`src/verilog/srsm_pkg.sv`:
```
// Shared constants, register map and state type of the reset and supply monitor.
`default_nettype none
package srsm_pkg;
  localparam int CLK_MHZ = 100;
  // Reset pulse lengths, least values in microseconds.
  localparam int T_RST_COLD0_US = 20000;
  localparam int T_RST_COLD1_US = 10000;
  localparam int T_RST_COLD2_US = 3600;
  localparam int T_RST_WARM_US = 1000;
  localparam logic [23:0] C_RST_COLD0_CYC = 24'(T_RST_COLD0_US * CLK_MHZ);
  localparam logic [23:0] C_RST_COLD1_CYC = 24'(T_RST_COLD1_US * CLK_MHZ);
  localparam logic [23:0] C_RST_COLD2_CYC = 24'(T_RST_COLD2_US * CLK_MHZ);
  localparam logic [23:0] C_RST_WARM_CYC = 24'(T_RST_WARM_US * CLK_MHZ);
  localparam logic [23:0] C_STARTUP_CYC = 24'h0003E8;
  localparam logic [23:0] C_RST_IN_MIN_CYC = 24'h000004;
  localparam logic [2:0] C_SENSE_GUARD = 3'h4;
  // Register indices; the byte address is four times the index.
  localparam logic [7:0] IDX_SUPPLY_CTRL = 8'h10;
  localparam logic [7:0] IDX_SUPPLY_STAT = 8'h1B;
  localparam logic [7:0] IDX_STARTUP_CTRL = 8'h73;
  localparam logic [7:0] IDX_CONFIG_CTRL = 8'h74;
  localparam logic [7:0] IDX_EVENT_STAT = 8'h80;
  localparam logic [7:0] IDX_EVENT_ENA = 8'h81;
  // Field positions.
  localparam int F_THR_LSB = 0;
  localparam int F_AUXCFG_LSB = 2;
  localparam int F_BELOW = 0;
  localparam int F_SSTAT_LSB = 1;
  localparam int F_PLEN_LSB = 4;
  localparam int F_AUXSU = 3;
  localparam int F_THRSU_LSB = 4;
  localparam int F_EV_WARN = 0;
  localparam int F_EV_OTW = 1;
  localparam int F_EV_PO = 2;
  localparam int F_OVERTEMP_WARN_STATUS = 1;
  // Reset values; factory presets for the start-up fields.
  localparam logic [1:0] RST_PLEN = 2'h0;
  localparam logic RST_AUXSU = 1'b0;
  localparam logic [1:0] RST_THRSU = 2'h0;
  localparam logic [1:0] RST_THR = 2'h0;
  localparam logic [1:0] RST_AUXCFG = 2'h0;
  localparam logic RST_WARN_ENA = 1'b0;
  // Operating modes reported by the mode controller.
  localparam logic [1:0] OPM_NORMAL = 2'h0;
  localparam logic [1:0] OPM_STANDBY = 2'h1;
  localparam logic [1:0] OPM_SLEEP = 2'h2;
  // Sensor supply status codes.
  localparam logic [1:0] SST_OK = 2'h0;
  localparam logic [1:0] SST_UV = 2'h1;
  localparam logic [1:0] SST_OV = 2'h2;
  localparam logic [1:0] SST_OFF = 2'h3;
  // Synchronised pin vector positions.
  localparam int P_RSTPIN = 0;
  localparam int P_BELOW0 = 1;
  localparam int P_TACT = 5;
  localparam int P_TREL = 6;
  localparam int P_TWARN = 7;
  localparam int P_POFF = 8;
  localparam int P_PON = 9;
  localparam int P_SUV = 10;
  localparam int P_SOV = 11;
  localparam int NPINS = 12;
  typedef enum logic [2:0] {
    SRSM_OFF, SRSM_STARTUP, SRSM_RESET, SRSM_OVERTEMP, SRSM_RUN
  } srsm_state_t;
endpackage : srsm_pkg
`default_nettype wire

```
`src/verilog/srsm_top.sv`:
```
// Reset generation, reset sources and supply supervision with APB registers.
// What this block does
// (RL1) Any system reset enters Reset, drives pin low.
// (RL2) Open-drain pin; external low sensed, minimum width.
// (RL3) Undervoltage-linked resets are cold, length per field.
// (RL4) Other resets except Sleep wake-up and Overtemp exit are warm, shortest pulse length.
// (RL5) Pulse field selects four cold pulse lengths.
// (RL6) Start-up bit loads output config 00 or 11.
// (RL7) Undervoltage, external pin, watchdog faults cause reset.
// (RL8) Watchdog write, mode exits, wakes, illegal sleep reset.
// (RL9) Overtemp outside Sleep/Off/Start-up: reset low, supplies off.
// (RL10) Cooling leaves Overtemp via Reset into Standby.
// (RL11) Warning threshold sets status and captures event.
// (RL12) Battery below power-off threshold enters Off.
// (RL13) Power-on: wait start-up, enter Reset, flag event.
// (RL14) Threshold field picks 90/80/70/60 percent reset level.
// (RL15) Threshold field loads from start-up setting.
// (RL16) Below 90 percent raises warning when enabled.
// (RL17) Status bit shows main supply below 90 percent.
// (RL18) Output config field selects modes with output on.
// (RL19) Sensor status reports ok/uv/ov/disabled, else 00.
// (RL20) Start-up threshold field, same encoding, preset 00.
// (RL21) Release pin after pulse when sources are gone.
`timescale 1ns/1ps
`default_nettype none
module srsm_top
  import srsm_pkg::*;
#(
  parameter logic [23:0] COLD0_CYC = C_RST_COLD0_CYC,
  parameter logic [23:0] COLD1_CYC = C_RST_COLD1_CYC,
  parameter logic [23:0] COLD2_CYC = C_RST_COLD2_CYC,
  parameter logic [23:0] WARM_CYC = C_RST_WARM_CYC,
  parameter logic [23:0] STARTUP_CYC = C_STARTUP_CYC,
  parameter logic [23:0] RST_IN_MIN_CYC = C_RST_IN_MIN_CYC,
  parameter bit HAS_SENSOR = 1'b1
) (
  // Clock, reset and enable.
  input wire logic sys_clk_in,
  input wire logic rst_in,
  input wire logic ce_in,
  // APB slave.
  input wire logic psel_in,
  input wire logic penable_in,
  input wire logic pwrite_in,
  input wire logic [11:0] paddr_in,
  input wire logic [31:0] pwdata_in,
  output logic [31:0] prdata_out,
  output logic pready_out,
  output logic pslverr_out,
  // Reset pin, open drain.
  input wire logic bidir_reset_pin_in,
  output logic bidir_reset_pin_out,
  output logic bidir_reset_pin_oe_n_out,
  // Analog comparators, asynchronous.
  input wire logic [3:0] main_supply_below_in,
  input wire logic temp_above_act_in,
  input wire logic temp_above_rel_in,
  input wire logic temp_above_warn_in,
  input wire logic bat_below_poff_in,
  input wire logic bat_above_pon_in,
  input wire logic sensor_uv_in,
  input wire logic sensor_ov_in,
  // Same-clock events from watchdog, wake and mode logic.
  input wire logic [1:0] op_mode_in,
  input wire logic wd_overflow_window_in,
  input wire logic wd_early_trigger_in,
  input wire logic wd_overflow_timeout_in,
  input wire logic watchdog_failure_pending_in,
  input wire logic wd_ctrl_write_in,
  input wire logic sleep_wake_in,
  input wire logic illegal_sleep_cmd_in,
  // Mode and supply outputs.
  output logic reset_mode_out,
  output logic overtemp_mode_out,
  output logic off_mode_out,
  output logic enter_standby_out,
  output logic main_supply_en_out,
  output logic can_enable_out,
  output logic aux_output_en_out
);
  srsm_state_t state_reg, state_next;
  logic [NPINS-1:0] pins, sync1_reg, sync2_reg, prev_reg;
  logic [23:0] cnt_reg, cnt_next, ext_cnt_reg, ext_cnt_next, plen;
  logic [2:0] guard_reg, guard_next;
  logic cold_reg, cold_next, stby_reg, stby_next, drive_reg, drive_next;
  logic aux_reg, aux_next, load_ctl, ext_rst, uv_sel, warm_src, sleep_mode;
  logic temp_mon;
  logic [1:0] thr_reg, thr_next, auxcfg_reg, auxcfg_next;
  logic [1:0] plen_reg, plen_next, thrsu_reg, thrsu_next;
  logic auxsu_reg, auxsu_next, warn_ena_reg, warn_ena_next;
  logic [2:0] ev_reg, ev_next;
  logic [31:0] rdata_reg, rdata_next;
  logic err_reg, err_next, hit, wr_acc;
  logic [1:0] sstat;
  logic [7:0] idx;

  assign pins = {sensor_ov_in, sensor_uv_in, bat_above_pon_in,
                 bat_below_poff_in, temp_above_warn_in, temp_above_rel_in,
                 temp_above_act_in, main_supply_below_in, bidir_reset_pin_in};

  // Two-stage synchronisers; the second stage and its one-cycle delayed copy feed logic.
  always_ff @(posedge sys_clk_in or posedge rst_in) begin
    if (rst_in) begin
      sync1_reg <= '0;
      sync2_reg <= '0;
      prev_reg <= '0;
    end else if (ce_in) begin
      sync1_reg <= pins;
      sync2_reg <= sync1_reg;
      prev_reg <= sync2_reg;
    end
  end

  assign sleep_mode = (state_reg == SRSM_RUN) && (op_mode_in == OPM_SLEEP);
  assign uv_sel = sync2_reg[P_BELOW0 + int'(thr_reg)]; // RL14
  assign temp_mon = (state_reg != SRSM_OFF) && !sleep_mode; // RL9
  assign ext_rst = (ext_cnt_reg >= RST_IN_MIN_CYC); // RL2
  // Warm sources; a wake-up out of Sleep is counted as cold below.
  assign warm_src = ext_rst | wd_overflow_window_in | wd_early_trigger_in
    | (wd_overflow_timeout_in & watchdog_failure_pending_in) // RL7
    | (wd_ctrl_write_in && state_reg == SRSM_RUN
       && op_mode_in == OPM_NORMAL) // RL8
    | illegal_sleep_cmd_in; // RL8

  always_comb begin
    case (plen_reg) // RL5
      2'h0: plen = COLD0_CYC;
      2'h1: plen = COLD1_CYC;
      2'h2: plen = COLD2_CYC;
      default: plen = WARM_CYC;
    endcase
    if (!cold_reg) begin
      plen = WARM_CYC; // RL4
    end
  end

  // Mode sequencer.
  always_comb begin
    state_next = state_reg;
    cnt_next = cnt_reg;
    cold_next = cold_reg;
    stby_next = 1'b0;
    drive_next = drive_reg;
    load_ctl = 1'b0;
    guard_next = (guard_reg != 3'h0) ? guard_reg - 3'h1 : 3'h0;
    ext_cnt_next = ext_cnt_reg;
    // The pin is sensed only after our own drive has settled away.
    if (drive_reg || guard_reg != 3'h0 || sync2_reg[P_RSTPIN]) begin
      ext_cnt_next = '0;
    end else if (!ext_rst) begin
      ext_cnt_next = ext_cnt_reg + 24'h1; // RL2
    end
    case (state_reg)
      SRSM_OFF: begin
        drive_next = 1'b1;
        cnt_next = '0;
        if (sync2_reg[P_PON]) begin
          state_next = SRSM_STARTUP;
        end
      end
      SRSM_STARTUP: begin
        cnt_next = cnt_reg + 24'h1;
        if (!sync2_reg[P_PON]) begin
          state_next = SRSM_OFF;
        end else if (cnt_reg >= STARTUP_CYC - 24'h1) begin
          state_next = SRSM_RESET; // RL13
          load_ctl = 1'b1; // RL6 RL15
          cold_next = 1'b1; // RL3
          cnt_next = '0;
        end
      end
      SRSM_RESET: begin
        drive_next = 1'b1; // RL1
        cnt_next = cnt_reg + 24'h1;
        if (uv_sel) begin
          cold_next = 1'b1; // RL3
          cnt_next = '0;
        end else if (warm_src) begin
          cnt_next = '0; // RL4
        end else if (cnt_reg >= plen - 24'h1) begin
          state_next = SRSM_RUN; // RL21
          drive_next = 1'b0;
          guard_next = C_SENSE_GUARD;
          stby_next = stby_reg;
        end
      end
      SRSM_OVERTEMP: begin
        drive_next = 1'b1; // RL9
        if (!sync2_reg[P_TREL]) begin
          state_next = SRSM_RESET; // RL10
          cold_next = 1'b1;
          cnt_next = '0;
          stby_next = 1'b1;
        end
      end
      SRSM_RUN: begin
        if (uv_sel || (sleep_mode && sleep_wake_in)) begin
          state_next = SRSM_RESET; // RL3 RL7 RL8
          cold_next = 1'b1;
          drive_next = 1'b1;
          cnt_next = '0;
        end else if (warm_src) begin
          state_next = SRSM_RESET; // RL4 RL7
          cold_next = 1'b0;
          drive_next = 1'b1;
          cnt_next = '0;
        end
      end
      default: state_next = SRSM_OFF;
    endcase
    // A pending Standby entry rides along until the pulse ends.
    if (state_reg == SRSM_RESET && state_next == SRSM_RESET) begin
      stby_next = stby_reg;
    end
    if (temp_mon && sync2_reg[P_TACT] && state_reg != SRSM_STARTUP) begin
      state_next = SRSM_OVERTEMP; // RL9
      drive_next = 1'b1;
    end
    if (sync2_reg[P_POFF]) begin
      state_next = SRSM_OFF; // RL12
      drive_next = 1'b1;
    end
  end

  // The inhibit variant keeps its level in Overtemp; the sensor variant
  // switches off so a hot part does not feed external loads.
  always_comb begin
    aux_next = 1'b0;
    case (auxcfg_reg) // RL18
      2'h1: aux_next = (state_reg == SRSM_RUN) && (op_mode_in == OPM_NORMAL);
      2'h2: aux_next = (state_reg == SRSM_RESET) || ((state_reg == SRSM_RUN)
        && (op_mode_in != OPM_SLEEP));
      2'h3: aux_next = (state_reg == SRSM_RESET) || (state_reg == SRSM_RUN);
      default: aux_next = 1'b0;
    endcase
    if (state_reg == SRSM_OVERTEMP) begin
      aux_next = HAS_SENSOR ? 1'b0 : aux_reg; // RL9
    end
  end

  always_ff @(posedge sys_clk_in or posedge rst_in) begin
    if (rst_in) begin
      state_reg <= SRSM_OFF;
      cnt_reg <= '0;
      ext_cnt_reg <= '0;
      guard_reg <= '0;
      cold_reg <= 1'b1;
      stby_reg <= 1'b0;
      drive_reg <= 1'b1;
      aux_reg <= 1'b0;
    end else if (ce_in) begin
      state_reg <= state_next;
      cnt_reg <= cnt_next;
      ext_cnt_reg <= ext_cnt_next;
      guard_reg <= guard_next;
      cold_reg <= cold_next;
      stby_reg <= stby_next;
      drive_reg <= drive_next;
      aux_reg <= aux_next;
    end
  end

  // Register file.
  always_comb begin
    if (!HAS_SENSOR) begin
      sstat = SST_OK; // RL19
    end else if (!aux_reg) begin
      sstat = SST_OFF;
    end else if (sync2_reg[P_SOV]) begin
      sstat = SST_OV;
    end else if (sync2_reg[P_SUV]) begin
      sstat = SST_UV;
    end else begin
      sstat = SST_OK;
    end
  end

  assign idx = paddr_in[9:2];
  assign hit = (paddr_in[1:0] == 2'h0) && (paddr_in[11:10] == 2'h0)
    && (idx == IDX_SUPPLY_CTRL || idx == IDX_SUPPLY_STAT
    || idx == IDX_STARTUP_CTRL || idx == IDX_CONFIG_CTRL
    || idx == IDX_EVENT_STAT || idx == IDX_EVENT_ENA);
  assign wr_acc = psel_in && penable_in && pwrite_in && hit;

  always_comb begin
    thr_next = thr_reg;
    auxcfg_next = auxcfg_reg;
    plen_next = plen_reg;
    auxsu_next = auxsu_reg;
    thrsu_next = thrsu_reg;
    warn_ena_next = warn_ena_reg;
    ev_next = ev_reg;
    rdata_next = rdata_reg;
    err_next = err_reg;
    if (psel_in && !penable_in) begin
      err_next = !hit;
      rdata_next = '0;
      case (idx)
        IDX_SUPPLY_CTRL: begin
          rdata_next[F_AUXCFG_LSB +: 2] = auxcfg_reg;
          rdata_next[F_THR_LSB +: 2] = thr_reg;
        end
        IDX_SUPPLY_STAT: begin
          rdata_next[F_SSTAT_LSB +: 2] = sstat; // RL19
          rdata_next[F_BELOW] = sync2_reg[P_BELOW0]; // RL17
        end
        IDX_STARTUP_CTRL: begin
          rdata_next[F_PLEN_LSB +: 2] = plen_reg;
          rdata_next[F_AUXSU] = auxsu_reg;
        end
        IDX_CONFIG_CTRL: rdata_next[F_THRSU_LSB +: 2] = thrsu_reg;
        IDX_EVENT_STAT: rdata_next[2:0] = ev_reg;
        IDX_EVENT_ENA: begin
          rdata_next[F_EV_WARN] = warn_ena_reg;
          rdata_next[F_OVERTEMP_WARN_STATUS] = sync2_reg[P_TWARN]; // RL11
        end
        default: rdata_next = '0;
      endcase
      if (!hit) begin
        rdata_next = '0;
      end
    end
    if (wr_acc) begin
      case (idx)
        IDX_SUPPLY_CTRL: begin
          thr_next = pwdata_in[F_THR_LSB +: 2]; // RL14
          auxcfg_next = pwdata_in[F_AUXCFG_LSB +: 2]; // RL18
        end
        IDX_STARTUP_CTRL: begin
          plen_next = pwdata_in[F_PLEN_LSB +: 2]; // RL5
          auxsu_next = pwdata_in[F_AUXSU]; // RL6
        end
        IDX_CONFIG_CTRL: thrsu_next = pwdata_in[F_THRSU_LSB +: 2]; // RL20
        IDX_EVENT_STAT: ev_next = ev_reg & ~pwdata_in[2:0];
        IDX_EVENT_ENA: warn_ena_next = pwdata_in[F_EV_WARN];
        default: ev_next = ev_next;
      endcase
    end
    if (load_ctl) begin
      thr_next = thrsu_reg; // RL15
      auxcfg_next = auxsu_reg ? 2'h3 : 2'h0; // RL6
    end
    // Hardware sets win over a same-cycle software clear.
    if (warn_ena_reg && sync2_reg[P_BELOW0] && !prev_reg[P_BELOW0]) begin
      ev_next[F_EV_WARN] = 1'b1; // RL16
    end
    if (temp_mon && sync2_reg[P_TWARN] && !prev_reg[P_TWARN]) begin
      ev_next[F_EV_OTW] = 1'b1; // RL11
    end
    if (load_ctl) begin
      ev_next[F_EV_PO] = 1'b1; // RL13
    end
  end

  always_ff @(posedge sys_clk_in or posedge rst_in) begin
    if (rst_in) begin
      thr_reg <= RST_THR;
      auxcfg_reg <= RST_AUXCFG;
      plen_reg <= RST_PLEN;
      auxsu_reg <= RST_AUXSU;
      thrsu_reg <= RST_THRSU;
      warn_ena_reg <= RST_WARN_ENA;
      ev_reg <= '0;
      rdata_reg <= '0;
      err_reg <= 1'b0;
    end else if (ce_in) begin
      thr_reg <= thr_next;
      auxcfg_reg <= auxcfg_next;
      plen_reg <= plen_next;
      auxsu_reg <= auxsu_next;
      thrsu_reg <= thrsu_next;
      warn_ena_reg <= warn_ena_next;
      ev_reg <= ev_next;
      rdata_reg <= rdata_next;
      err_reg <= err_next;
    end
  end

  assign prdata_out = rdata_reg;
  assign pready_out = ce_in;
  assign pslverr_out = psel_in && penable_in && err_reg;
  assign bidir_reset_pin_out = 1'b0;
  assign bidir_reset_pin_oe_n_out = !drive_reg; // RL1
  assign reset_mode_out = (state_reg == SRSM_RESET);
  assign overtemp_mode_out = (state_reg == SRSM_OVERTEMP);
  assign off_mode_out = (state_reg == SRSM_OFF);
  assign enter_standby_out = stby_reg && (state_reg == SRSM_RUN); // RL10
  assign main_supply_en_out = (state_reg != SRSM_OVERTEMP); // RL9
  assign can_enable_out = (state_reg == SRSM_RUN); // RL9
  assign aux_output_en_out = aux_reg;
endmodule : srsm_top
`default_nettype wire

```
`config.mk`:
```
export PLATFORM = sky130hd
export DESIGN_NAME = srsm_top
export DESIGN_NICKNAME = d
export VERILOG_FILES = /design/src/verilog/srsm_pkg.sv /design/src/verilog/srsm_top.sv
export SDC_FILE = /design/constraint.sdc
export NUM_CORES = 1
export LEC_CHECK = 0
export BUFFER_PORTS_ARGS = -buffer_cell sky130_fd_sc_hd__buf_2
export CORE_MARGIN = 1
export CORE_UTILIZATION = 45
export CTS_BUF_LIST = sky130_fd_sc_hd__clkbuf_4
export DETAILED_ROUTE_END_ITERATION = 8
export PLACE_DENSITY = 0.73
export SKIP_LAST_GASP = 1
export SLEW_MARGIN = 20
export SYNTH_ARGS = -nofsm -noshare
export SYNTH_HDL_FRONTEND = slang
export SYNTH_SLANG_ARGS = --single-unit
```
`constraint.sdc`:
```
create_clock -name sys_clk_in -period 3.2 [get_ports sys_clk_in]
set_input_delay 0.64 -clock sys_clk_in [delete_from_list [all_inputs] [get_ports sys_clk_in]]
set_output_delay 0.64 -clock sys_clk_in [all_outputs]
set_load 0.03 [all_outputs]
```
* Word-level counts from Yosys, hierarchy flattened
Index checks and enable logic that the tools add are counted.
** Operators by class
- Add/subtract/negate cells :: 5
- Multiply operators :: 0
- Div/mod/pow operators :: 0
- Order comparisons :: 4
- Eq/ne operators :: 28
- Shift-type cells :: 0
- Multiplexer cells :: 77
- Bitwise operators :: 9
- Reductions and logical operators :: 69
** Operator list (number)
- two-way mux 24 bit :: 10
- case mux 24 bit (5 select lines) :: 1
- case mux 21 bit (3 select lines) :: 1
- two-way mux 3 bit :: 18
- adder 24 x 1 -> 24 bit (second input constant) :: 2
- two-way mux 1 bit :: 27
- AND reduction 3 bit :: 9
- greater-or-equal comparator 24 x 10 -> 1 bit (second input constant) :: 1
- greater-or-equal comparator 24 bit :: 1
- greater-or-equal comparator 24 x 3 -> 1 bit (second input constant) :: 1
- subtractor 24 x 1 -> 24 bit (second input constant) :: 1
- logical AND 1 bit :: 22
- two-way mux 2 bit :: 9
- == test 8 x 5 -> 1 bit (second input constant) :: 2
- == test 8 x 7 -> 1 bit (second input constant) :: 2
- == test 8 bit (second input constant) :: 2
- case mux 3 bit (5 select lines) :: 1
- nonzero test 2 bit :: 7
- logical OR 1 bit :: 10
- nonzero test 5 bit :: 2
- == test 3 x 2 -> 1 bit (second input constant) :: 3
- case mux 1 bit (3 select lines) :: 3
- == test 2 bit (second input constant) :: 4
- logical NOT 2 bit :: 4
- 31 further kinds :: 49
** Word-level totals
- Register bits :: 136
- Bits in latches :: 0
- RAM bits :: 0
- Memory bits (read-only) :: 0
- Output and inout port bits :: 43
- Logic and storage cells :: 214
- Memories kept :: 0

* Depth between registers and ports, before layout
Gate-level depths: netlist (run 1).
- Depth after elaboration :: 13
- Gate-level depth with buffers :: 15

* Worst setup path before layout (run 1)
OpenSTA, ideal clock, no wires.
- Path kind :: reg-to-reg
- Start :: register cold_reg
- End :: register state_reg[2]
- Data arrival time :: 2.695 ns
- Required time :: 3.136 ns
- Path slack :: 0.440 ns
- Stages on the path, launching flop included :: 15
- Clock period less this slack :: 2.760 ns
- Cells stage by stage :: dfstp_2 > clkbuf_1 > nand2_1 > inv_1 > nor2_1 > ha_1 > xnor2_1 > ha_1 > a21oi_1 > o21ai_0 > o221ai_1 > o211ai_1 > nand3_1 > a211oi_1 > a21o_1
** Between the ends
- Longest elaborated chain between the ends :: 9
** Ends and longest elaborated chain
- start, declared :: RTL line srsm_top.sv:85 : logic cold_reg, cold_next, stby_reg, stby_next, drive_reg, drive_next;
- start signal, assigned :: RTL line srsm_top.sv:256 : cold_reg <= cold_next;
- two-way mux 24 bit :: RTL line srsm_top.sv:132 : if (!cold_reg) begin
- subtractor 24 x 1 -> 24 bit :: RTL line srsm_top.sv:180 : end else if (cnt_reg >= plen - 24'h1) begin
- greater-or-equal comparator 24 bit :: RTL line srsm_top.sv:180
- two-way mux 3 bit :: RTL line srsm_top.sv:180
- two-way mux 3 bit :: RTL line srsm_top.sv:178 : end else if (warm_src) begin
- two-way mux 3 bit :: RTL line srsm_top.sv:175 : if (uv_sel) begin
- case mux 3 bit (5 select lines) :: RTL line srsm_top.sv:153 : case (state_reg)
- two-way mux 3 bit :: RTL line srsm_top.sv:215 : if (temp_mon && sync2_reg[P_TACT] && state_reg != SRSM_STARTUP) begin
- two-way mux 3 bit :: RTL line srsm_top.sv:219 : if (sync2_reg[P_POFF]) begin
- end signal, assigned :: RTL line srsm_top.sv:252 : state_reg <= state_next;
- end, declared :: RTL line srsm_top.sv:81 : srsm_state_t state_reg, state_next;
Every way passes these cells.
A chain may end at the register's enable or synchronous reset.

* Final worst setup path (run 1)
- Start :: register plen_reg[1]
- End :: register guard_reg[2]
** Between the ends
- Longest elaborated chain between the ends :: 9
** Ends and longest elaborated chain
- start, declared :: RTL line srsm_top.sv:89 : logic [1:0] plen_reg, plen_next, thrsu_reg, thrsu_next;
- start signal, assigned :: RTL line srsm_top.sv:369 : plen_reg <= plen_next;
- == test 2 bit, or another cell as far along :: RTL line srsm_top.sv:126 : case (plen_reg)
- case mux 21 bit (3 select lines) * :: RTL line srsm_top.sv:126
- two-way mux 24 bit * :: RTL line srsm_top.sv:132
- subtractor 24 x 1 -> 24 bit * :: RTL line srsm_top.sv:180
- greater-or-equal comparator 24 bit * :: RTL line srsm_top.sv:180
- two-way mux 3 bit * :: RTL line srsm_top.sv:180
- two-way mux 3 bit * :: RTL line srsm_top.sv:178
- two-way mux 3 bit * :: RTL line srsm_top.sv:175
- two-way mux 3 bit * :: RTL line srsm_top.sv:153
- end signal, assigned :: RTL line srsm_top.sv:255 : guard_reg <= guard_next;
- end, declared :: RTL line srsm_top.sv:84 : logic [2:0] guard_reg, guard_next;
Every way passes the cells marked *; elsewhere a longest branch is shown, timed or not.

==> flow_summary.ini, run 1 <==
[outcome]
status = completed

[die]
dieArea_um2 = 13760
fp.dieH_um = 117.3
pin_count = 114
row_count = 41
initial_core_util = 0.4685
fp.dieW_um = 117.3
core_area_um2 = 12770

[clocking]
clk_latency_ns = 0.48
cts_tree = built
clock-sinks = 104
cts.path.max_buffers = 2
cts_buffers = 9
htree_levels = 3
root_buffer = clkbuf_4
clk_pin_slew_ns = 0.16

[placed_design]
gp_congestion = 0.8699
port_buffers = 60
place_ws_ns = -0.01891
dp_cells = 834
dp_hpwl_um = 9686
placed_cell_area_um2 = 6382

[sta]
post-route-min-period_ns = 3.023
worstMarginPinSlew_ns = 0.6202
fin_tns_setup_ns = 0
max_freq_ghz = 0.3308
slew_headroom = 0.5827
clock_skew_ns = 0.02277
hold_slack_ns = 0.1776
setup_slack_ns = 0.1775
setup_viol = 0
rsz0062_at_grt = true
slew_violations = 0
hold_viol_final = 0
period_share = 0.9445

[finish]
final_common_cell = dfrtp_1
ff_latch_area_um2 = 2608
multi_input_area_um2 = 3088
area_growth_pct = 9.576
final_cells = 852
fin_area_um2 = 6558
fillers = 1147
drive_gt1_frac = 0.2000
final_nets = 775
diodes = 0
postLayoutCoreUtil = 0.5134
final_cell_mix = dfrtp_1 (100), buf_2 (60), nand2_1 (46)

[synth]
syn_inst = 613
synth_compound_area_frac = 0.1614
postSynthAreaPerCell_um2 = 9.763
synth_top_family_by_area = simple AND/OR/NAND/NOR gates
ys_seq_elements = 104
synth_edf_count = 0
synth_top_area_frac = 0.4265
synth_xor_area_frac = 0.004391
synth_fa_ha_area_frac = 0.06063
ys_seq_area_frac = 0.4353
ys.flop_type = dfrtp_1
yosys.area.top_type = dfrtp_1
async_reset_ff_frac = 1.000
synthMuxAreaShare = 0.07401
netlist-cell-type-count = 65
synth-simple-area-share = 0.1928
yosysWarnings = 0
synth_area_um2 = 5984
synth.area.top_cells = dfrtp_1 (43%), ha_1 (6.1%), mux2_2 (5.6%)

[power]
p_comb_frac = 0.228
p_leak_nw = 3.079
switching_power_uw = 931.1
pwr-share-clk = 0.236
p_per_area_nw_per_um2 = 429.6
power.internal_mw = 1.886
total_power_mw = 2.817
vdd_drop_max_mv = 0.2105
pwr-share-seq = 0.536
p_sw_frac = 0.3305

[grt]
grtUsageTotal = 0.2035
grt-ovfl-total = 0
antenna_found_initial = 0
grt_max_degree = 57
grt_pass1_wl_um = 22690
grt_pass1_vias = 4667

[detailed_routing]
wl_um = 13230
top_layer = met4
ant_nets = 0
wl_per_cell_um = 15.53
vias_per_cell = 5.633
drt-pass1-iter-count = 5
first_iter_violations = 376
met1_length_um = 6168
route.detailed.drc = 0
route.vias.total = 4799
wl_met2_um = 6290
wl_met3_um = 573

[setup_path]
worstSetupEndpointType = register
required_ns = 3.56
critPathMaxFanout = 5
r2r_start = plen_reg[1]
cp_data_arrival_time_ns = 3.38
reg2reg_depth = 16
path_class = register to register
r2r_end = guard_reg[2]
rrSetupSlack_ns = 0.18
critPathLaunchType = register

[job]
maxCapViolations = 0

[min_path]
hold_class = primary input to asynchronous set/reset pin
-- critical path: stages (launching register included) --
cell and delay, ns:
dfrtp_2 0.44, inv_1 0.10, ha_1 0.31, nand2_1 0.10
inv_1 0.09, nor2_1 0.04, ha_1 0.20, a32oi_1 0.22
ha_1 0.29, a211oi_2 0.26, o21ai_1 0.12, o2111ai_1 0.10
o211ai_1 0.12, buf_4 0.18, nand3_2 0.10, nor3b_2 0.18
a21oi_1 0.06
-- cell usage after synthesis (all sizes together), types with 4 or more instances --
cell type and count:
a22o 13, dfrtp 102, a22oi 7, inv 28, o311ai 4, nand2 46, mux2 30, nor2 45
clkbuf 15, nor3 11, nor4 13, o2bb2ai 4, o31ai 6, buf 33, nor3b 5, nand3 25
o21ai 34, nand2b 8, a31oi 8, and2 27, mux2i 6, nand4 7, ha 29, and3 10
a211oi 6, a21oi 25, nor2b 8
-- logic make-up (layout without fill, tap and decap cells) --
family	count (synthesis)	in the layout
AO/OA/AOI/OAI	139	139
XOR/XNOR	3	3
adder cells (fa/ha/maj)	29	29
buffers and inverters	77	117
flip-flops	104	104
multiplexers	38	38
other	2	29
AND/OR/NAND/NOR	221	221
-- power groups by stage --
stage	Clock, mW	Sequential (mW)	Combinational [mW]
5_1_grt	0.743	1.53	0.717
3_3_place_gp	0	1.52	0.613
6_report	0.665	1.51	0.642
2_1_floorplan	0	1.48	0.533
4_1_cts	0.687	1.51	0.640
3_5_place_dp	0	1.53	0.638
-- timing repair --
action	4_1_cts	5_1_grt
gates cloned	0	0
hold endpoints to repair	0	0
buffers inserted	0	2
resized for setup	2	8
pin swaps	0	2
hold buffers	0	0
setup endpoints to repair	1	6
-- worst max-delay path by stage --
stage                 from           end  cells after the start
6_report       plen_reg[1]  guard_reg[2]                     16
5_1_grt        plen_reg[1]  guard_reg[2]                     16
4_1_cts        plen_reg[1]  guard_reg[2]                     15
3_5_place_dp   plen_reg[0]  guard_reg[2]                     15
3_3_place_gp   plen_reg[0]  state_reg[2]                     15
2_1_floorplan     cold_reg  state_reg[2]                     14
-- layer usage --
metal  track usage  vias up
met5             0        -
met1        0.2735     2357
met3       0.04377       20
met4       0.07955        0
met2        0.3199      131
li1              -     2291
-- layout make-up --
cell class                      count  area share
Multi-Input combinational cell    459      0.4709
Sequential cell                   104      0.3976
Timing Repair Buffer               72     0.06144
Tap cell                          172     0.03282
Inverter                           29     0.01736
Clock buffer                        9     0.01030
Clock inverter                      7    0.009540
Note: power is estimated with default switching activity, not from simulation.
==> run 2: changes to the inputs <==
--- a/config.mk
+++ b/config.mk
@@ -10,7 +10,7 @@
 export CORE_UTILIZATION = 45
 export CTS_BUF_LIST = sky130_fd_sc_hd__clkbuf_4
 export DETAILED_ROUTE_END_ITERATION = 8
-export PLACE_DENSITY = 0.73
+export PLACE_DENSITY = 0.7
 export SKIP_LAST_GASP = 1
 export SLEW_MARGIN = 20
 export SYNTH_ARGS = -nofsm -noshare
==> constraint.sdc (replaced) <==
create_clock -name sys_clk_in -period 3.9 [get_ports sys_clk_in]
set_input_delay 0.78 -clock sys_clk_in [delete_from_list [all_inputs] [get_ports sys_clk_in]]
set_output_delay 0.78 -clock sys_clk_in [all_outputs]
set_load 0.03 [all_outputs]
==> run 2 against run 1 <==
  * Cell count decreased by 0.82%
  * Via count decreased by 0.77%
  * Non-clock buffer count decreased by 7
==> flow_summary.ini, run 2 (same netlist as run 1, synthesis figures left out) <==
[power]
p_per_area_nw_per_um2 = 349.4
p_sw_frac = 0.3385
pwr-share-seq = 0.550
vdd_drop_max_mv = 0.2679
switching_power_uw = 763.3
p_leak_nw = 3.036
pwr-share-clk = 0.223
p_comb_frac = 0.227
total_power_mw = 2.255
power.internal_mw = 1.492

[setup_path]
r2r_start = plen_reg[1]
reg2reg_depth = 15
critPathLaunchType = register
critPathMaxFanout = 5
r2r_end = state_reg[1]
crit_path_end = state_reg[1]
critical_path.slowest_cell = dfrtp_1
rrSetupSlack_ns = 0.56
cp_data_arrival_time_ns = 3.68
path_cells = inv_1 -> ha_1 -> nand2_1 -> inv_1 -> nor2_1 -> ha_1 -> xnor2_1 -> ha_1 -> a21oi_1 -> o21ai_0 -> o221ai_1 -> o211ai_1 -> nand2_1 -> a211oi_1 -> a211oi_1
path_class = register to register
max_stage_delay_ns = 0.49
required_ns = 4.24
startpoint = plen_reg[1]
path_delay_family = compound AO/OA/AOI/OAI gates
crit_buf_inv = 2
worstSetupEndpointType = register
path_common_cell = ha_1
crit_cells = 15

[sta]
worstMarginPinSlew_ns = 0.7521
max_freq_ghz = 0.2998
slew_violations = 0
hold_viol_final = 0
setup_viol = 0
rsz0062_at_grt = false
clock_skew_ns = 0.01791
period_share = 0.8551
slew_headroom = 0.4856
post-route-min-period_ns = 3.335
fin_tns_setup_ns = 0

[grt]
grt-ovfl-total = 0
antenna_found_initial = 0
grt_pass1_wl_um = 22170
grt_pass1_vias = 4518
grt_max_degree = 86
grtUsageTotal = 0.1991

[clocking]
root_buffer = clkbuf_4
post_cts_resized = 0
cts_hold_buffers = 0
htree_levels = 3
clk_pin_slew_ns = 0.16
post-cts-setup-buffers = 0
cts_tree = built
clk_latency_ns = 0.48
clock-sinks = 104
cts_buffers = 9
cts.path.max_buffers = 2

[detailed_routing]
route.vias.total = 4762
drt-pass1-iter-count = 5
wl_per_cell_um = 15.31
first_iter_violations = 346
vias_per_cell = 5.636
route.detailed.drc = 0
wl_um = 12940
ant_nets = 0

[finish]
area_growth_pct = 7.840
final_nets = 768
final_cell_mix = dfrtp_1 (102), buf_2 (60), nand2_1 (46)
final_common_cell = dfrtp_1
drive_gt1_frac = 0.1842
diodes = 0

[min_path]
hold_class = primary input to asynchronous set/reset pin

[placed_design]
dp_hpwl_um = 9503
gp_congestion = 0.8282
port_buffers = 60

[die]
fp.dieW_um = 117.3
row_count = 41
initial_core_util = 0.4685
core_area_um2 = 12770
fp.dieH_um = 117.3
pin_count = 114
dieArea_um2 = 13760

[outcome]
status = completed

[job]
maxCapViolations = 0
==> run 2: cell count changes in the layout (fill, tap and decap cells not counted), moves of 2 or more <==
| cell | previous run | this run |
|---|---|---|
| buf_4 | 11 | 5 |
| a211oi_1 | 3 | 5 |
| a211oi_2 | 3 | 1 |
| clkinv_1 | 3 | 1 |
| dfrtp_1 | 100 | 102 |
| dfrtp_2 | 2 | 0 |
| inv_6 | 0 | 2 |
| o21ai_0 | 31 | 33 |
| o21ai_1 | 2 | 0 |
==> run 2: worst min-delay path by stage <==
stage	start	slack [ns]	cells past startpoint	end
CTS	prev_reg[7]	0.47	1	ev_reg[1]
finish	rst_in	0.41	2	ext_cnt_reg[6]
floorplan	prev_reg[7]	0.43	1	ev_reg[1]
global route	rst_in	0.45	2	guard_reg[2]
detailed placement	prev_reg[7]	0.45	1	ev_reg[1]
global placement	prev_reg[7]	0.44	1	ev_reg[1]
==> run 2: metrics by stage <==
step | utilization | area [µm²] | std cells | hold WS [ns] | setup slack, ns
final | 0.5052 | 6454 | 845 | 0.4095 | 0.5650
after global routing | 0.5052 | 6454 | 845 | 0.4478 | 0.3242
after CTS | 0.5050 | 6451 | 845 | 0.4741 | 0.5912
after detailed placement | 0.4956 | 6331 | 829 | 0.4532 | 0.6242
after global placement | 0.4956 | 6331 | 829 | 0.4388 | 0.7446
after floorplan | - | 6086 | 640 | 0.4295 | 0.3911
==> run 2: cell type report <==
class	instances	area, µm²
clock buffers	10	75.07
clock inverters	6	45.04
fillers	1202	6320
inverters	29	115.1
multi-input cells	459	3060
flip-flops and latches	104	2605
well taps	172	215.2
repair buffers	65	337.8
==> run 2: routing by layer <==
metal | up-vias | GRT usage | share of wire
met3 | 24 | 0.03842 | 0.046
met5 | - | 0 | 0
met2 | 138 | 0.3129 | 0.47
met4 | 0 | 0.06818 | 0.021
li1 | 2295 | - | -
met1 | 2305 | 0.2742 | 0.46
==> run 2: power groups by stage <==
| stage | clock [mW] | sequential (mW) | combinational (mW) |
|---|---|---|---|
| final | 0.503 | 1.24 | 0.511 |
| after global routing | 0.568 | 1.25 | 0.574 |
| after CTS | 0.526 | 1.24 | 0.513 |
| after detailed placement | 0 | 1.26 | 0.511 |
| after global placement | 0 | 1.26 | 0.493 |
| after floorplan | 0 | 1.21 | 0.437 |
==> run 3: changes to the inputs <==
--- a/config.mk
+++ b/config.mk
@@ -7,10 +7,10 @@
 export LEC_CHECK = 0
 export BUFFER_PORTS_ARGS = -buffer_cell sky130_fd_sc_hd__buf_2
 export CORE_MARGIN = 1
-export CORE_UTILIZATION = 45
+export CORE_UTILIZATION = 55
 export CTS_BUF_LIST = sky130_fd_sc_hd__clkbuf_4
 export DETAILED_ROUTE_END_ITERATION = 8
-export PLACE_DENSITY = 0.7
+export PLACE_DENSITY = 0.82
 export SKIP_LAST_GASP = 1
 export SLEW_MARGIN = 20
 export SYNTH_ARGS = -nofsm -noshare
==> run 3 against run 2 <==
  * First-iteration DRC count fell by 16%
  * Non-clock buffer count stayed put
  * Routed wire length rose by 0.64%
  * Core utilization is 11 points higher
  * Fmax rose by 2.0%
  * Clock skew up 0.0061 ns
  * Critical path type unchanged
  * Critical endpoint is now state_reg[2]
  * Largest power group unchanged
  * Highest routed layer unchanged
==> flow_summary.ini, run 3 (same netlist as run 1, synthesis figures left out) <==
[die]
initial_core_util = 0.5745
fp.dieW_um = 106.3
dieArea_um2 = 11300
core_area_um2 = 10420
pin_count = 114
fp.dieH_um = 106.3
row_count = 37

[grt]
grt_pass1_vias = 4709
grt_max_degree = 105
grt_pass1_wl_um = 21870
grtUsageTotal = 0.2429
antenna_found_initial = 0
grt-ovfl-total = 0

[sta]
slew_violations = 0
fin_tns_setup_ns = 0
rsz0062_at_grt = false
setup_viol = 0
slew_headroom = 0.4664
clock_skew_ns = 0.02404
setup_slack_ns = 0.6311
max_freq_ghz = 0.3059
period_share = 0.8382
post-route-min-period_ns = 3.269
hold_viol_final = 0
hold_slack_ns = 0.4400
worstMarginPinSlew_ns = 0.7931

[clocking]
clk_latency_ns = 0.46
cts.path.max_buffers = 2
cts_hold_buffers = 0
clock-sinks = 104
post-cts-setup-buffers = 0
cts_tree = built
root_buffer = clkbuf_4
cts_buffers = 9
htree_levels = 3
clk_pin_slew_ns = 0.18
post_cts_resized = 0

[outcome]
status = completed

[placed_design]
place_ws_ns = 0.6689
gp_congestion = 0.9198
dp_hpwl_um = 9533
port_buffers = 60

[detailed_routing]
route.vias.total = 4867
ant_nets = 0
drt-pass1-iter-count = 5
vias_per_cell = 6.016
wl_um = 13020
first_iter_violations = 290
wl_per_cell_um = 16.09
route.detailed.drc = 0

[setup_path]
critPathMaxFanout = 6
cp_data_arrival_time_ns = 3.69
critPathLaunchType = register
required_ns = 4.32
path_class = register to register
worstSetupEndpointType = register

[min_path]
hold_class = primary input to asynchronous set/reset pin

[finish]
final_cell_mix = dfrtp_1 (102), buf_2 (60), nand2_1 (46)
final_nets = 768
drive_gt1_frac = 0.1828
final_common_cell = dfrtp_1
area_growth_pct = 7.276
diodes = 0

[power]
p_per_area_nw_per_um2 = 355.1
vdd_drop_max_mv = 0.2874
p_leak_nw = 3.048

[job]
maxCapViolations = 0
## run 3: changes by cell type in the layout (fill, tap and decap cells not counted), sizes merged
cell	before	now
inv	29	31
clkbuf	10	9
clkinv	4	5
clkinvlp	2	0
## run 3: final cells by class
cell class	instances	area (µm²)
Fill cell	887	3996
Multi-Input combinational cell	459	3060
Sequential cell	104	2605
Timing Repair Buffer	65	350.3
Tap cell	136	170.2
Inverter	29	112.6
Clock buffer	9	67.56
Clock inverter	7	53.80
## run 3: worst max-delay path: stages (launching register included)
cell      delay [ns]
dfrtp_1         0.51
inv_1           0.10
ha_1            0.32
nand2_1         0.10
inv_1           0.09
nor2_1          0.04
ha_1            0.21
xnor2_1         0.14
ha_1            0.30
a21oi_1         0.07
o21ai_0         0.22
o221ai_1        0.16
o211ai_1        0.34
nand3_1         0.22
a211oi_1        0.31
a21o_1          0.11
## run 3: final timing paths
kind                        startpoint       endpoint  slack (ns)  cells past startpoint
setup / recovery           plen_reg[0]   state_reg[2]        0.63                     15
hold / removal                  rst_in  prdata_out[4]        0.44                      3
setup reg to reg           plen_reg[0]   state_reg[2]        0.63                     15
hold reg to reg            prev_reg[7]      ev_reg[1]        0.48                      1
max in group asynchronous       rst_in       cold_reg        3.05                      3
min in group sys_clk_in    prev_reg[7]      ev_reg[1]        0.48                      1
## run 3: where the power goes
part	total, mW	internal [mW]	switching (mW)
clock network	0.517	0.139	0.378
logic	0.522	0.199	0.323
registers	1.24	1.15	0.0858
total	2.28	1.49	0.787
## run 3: routing by layer
layer / vias to the layer above / wire (µm) / track usage
li1: 2275 / - / -
met1: 2402 / 5754 / 0.3251
met2: 165 / 6368 / 0.4082
met3: 25 / 673 / 0.03495
met4: 0 / 223 / 0.07639
met5: - / 0 / 0
## run 3: metrics by stage
step	util	power [mW]	instance area, µm²	cells
2_1_floorplan	-	1.652	6086	640
3_3_place_gp	0.6047	1.744	6299	793
3_5_place_dp	0.6047	1.779	6299	793
4_1_cts	0.6163	2.291	6420	809
5_1_grt	0.6163	2.391	6420	809
6_report	0.6163	2.279	6420	809
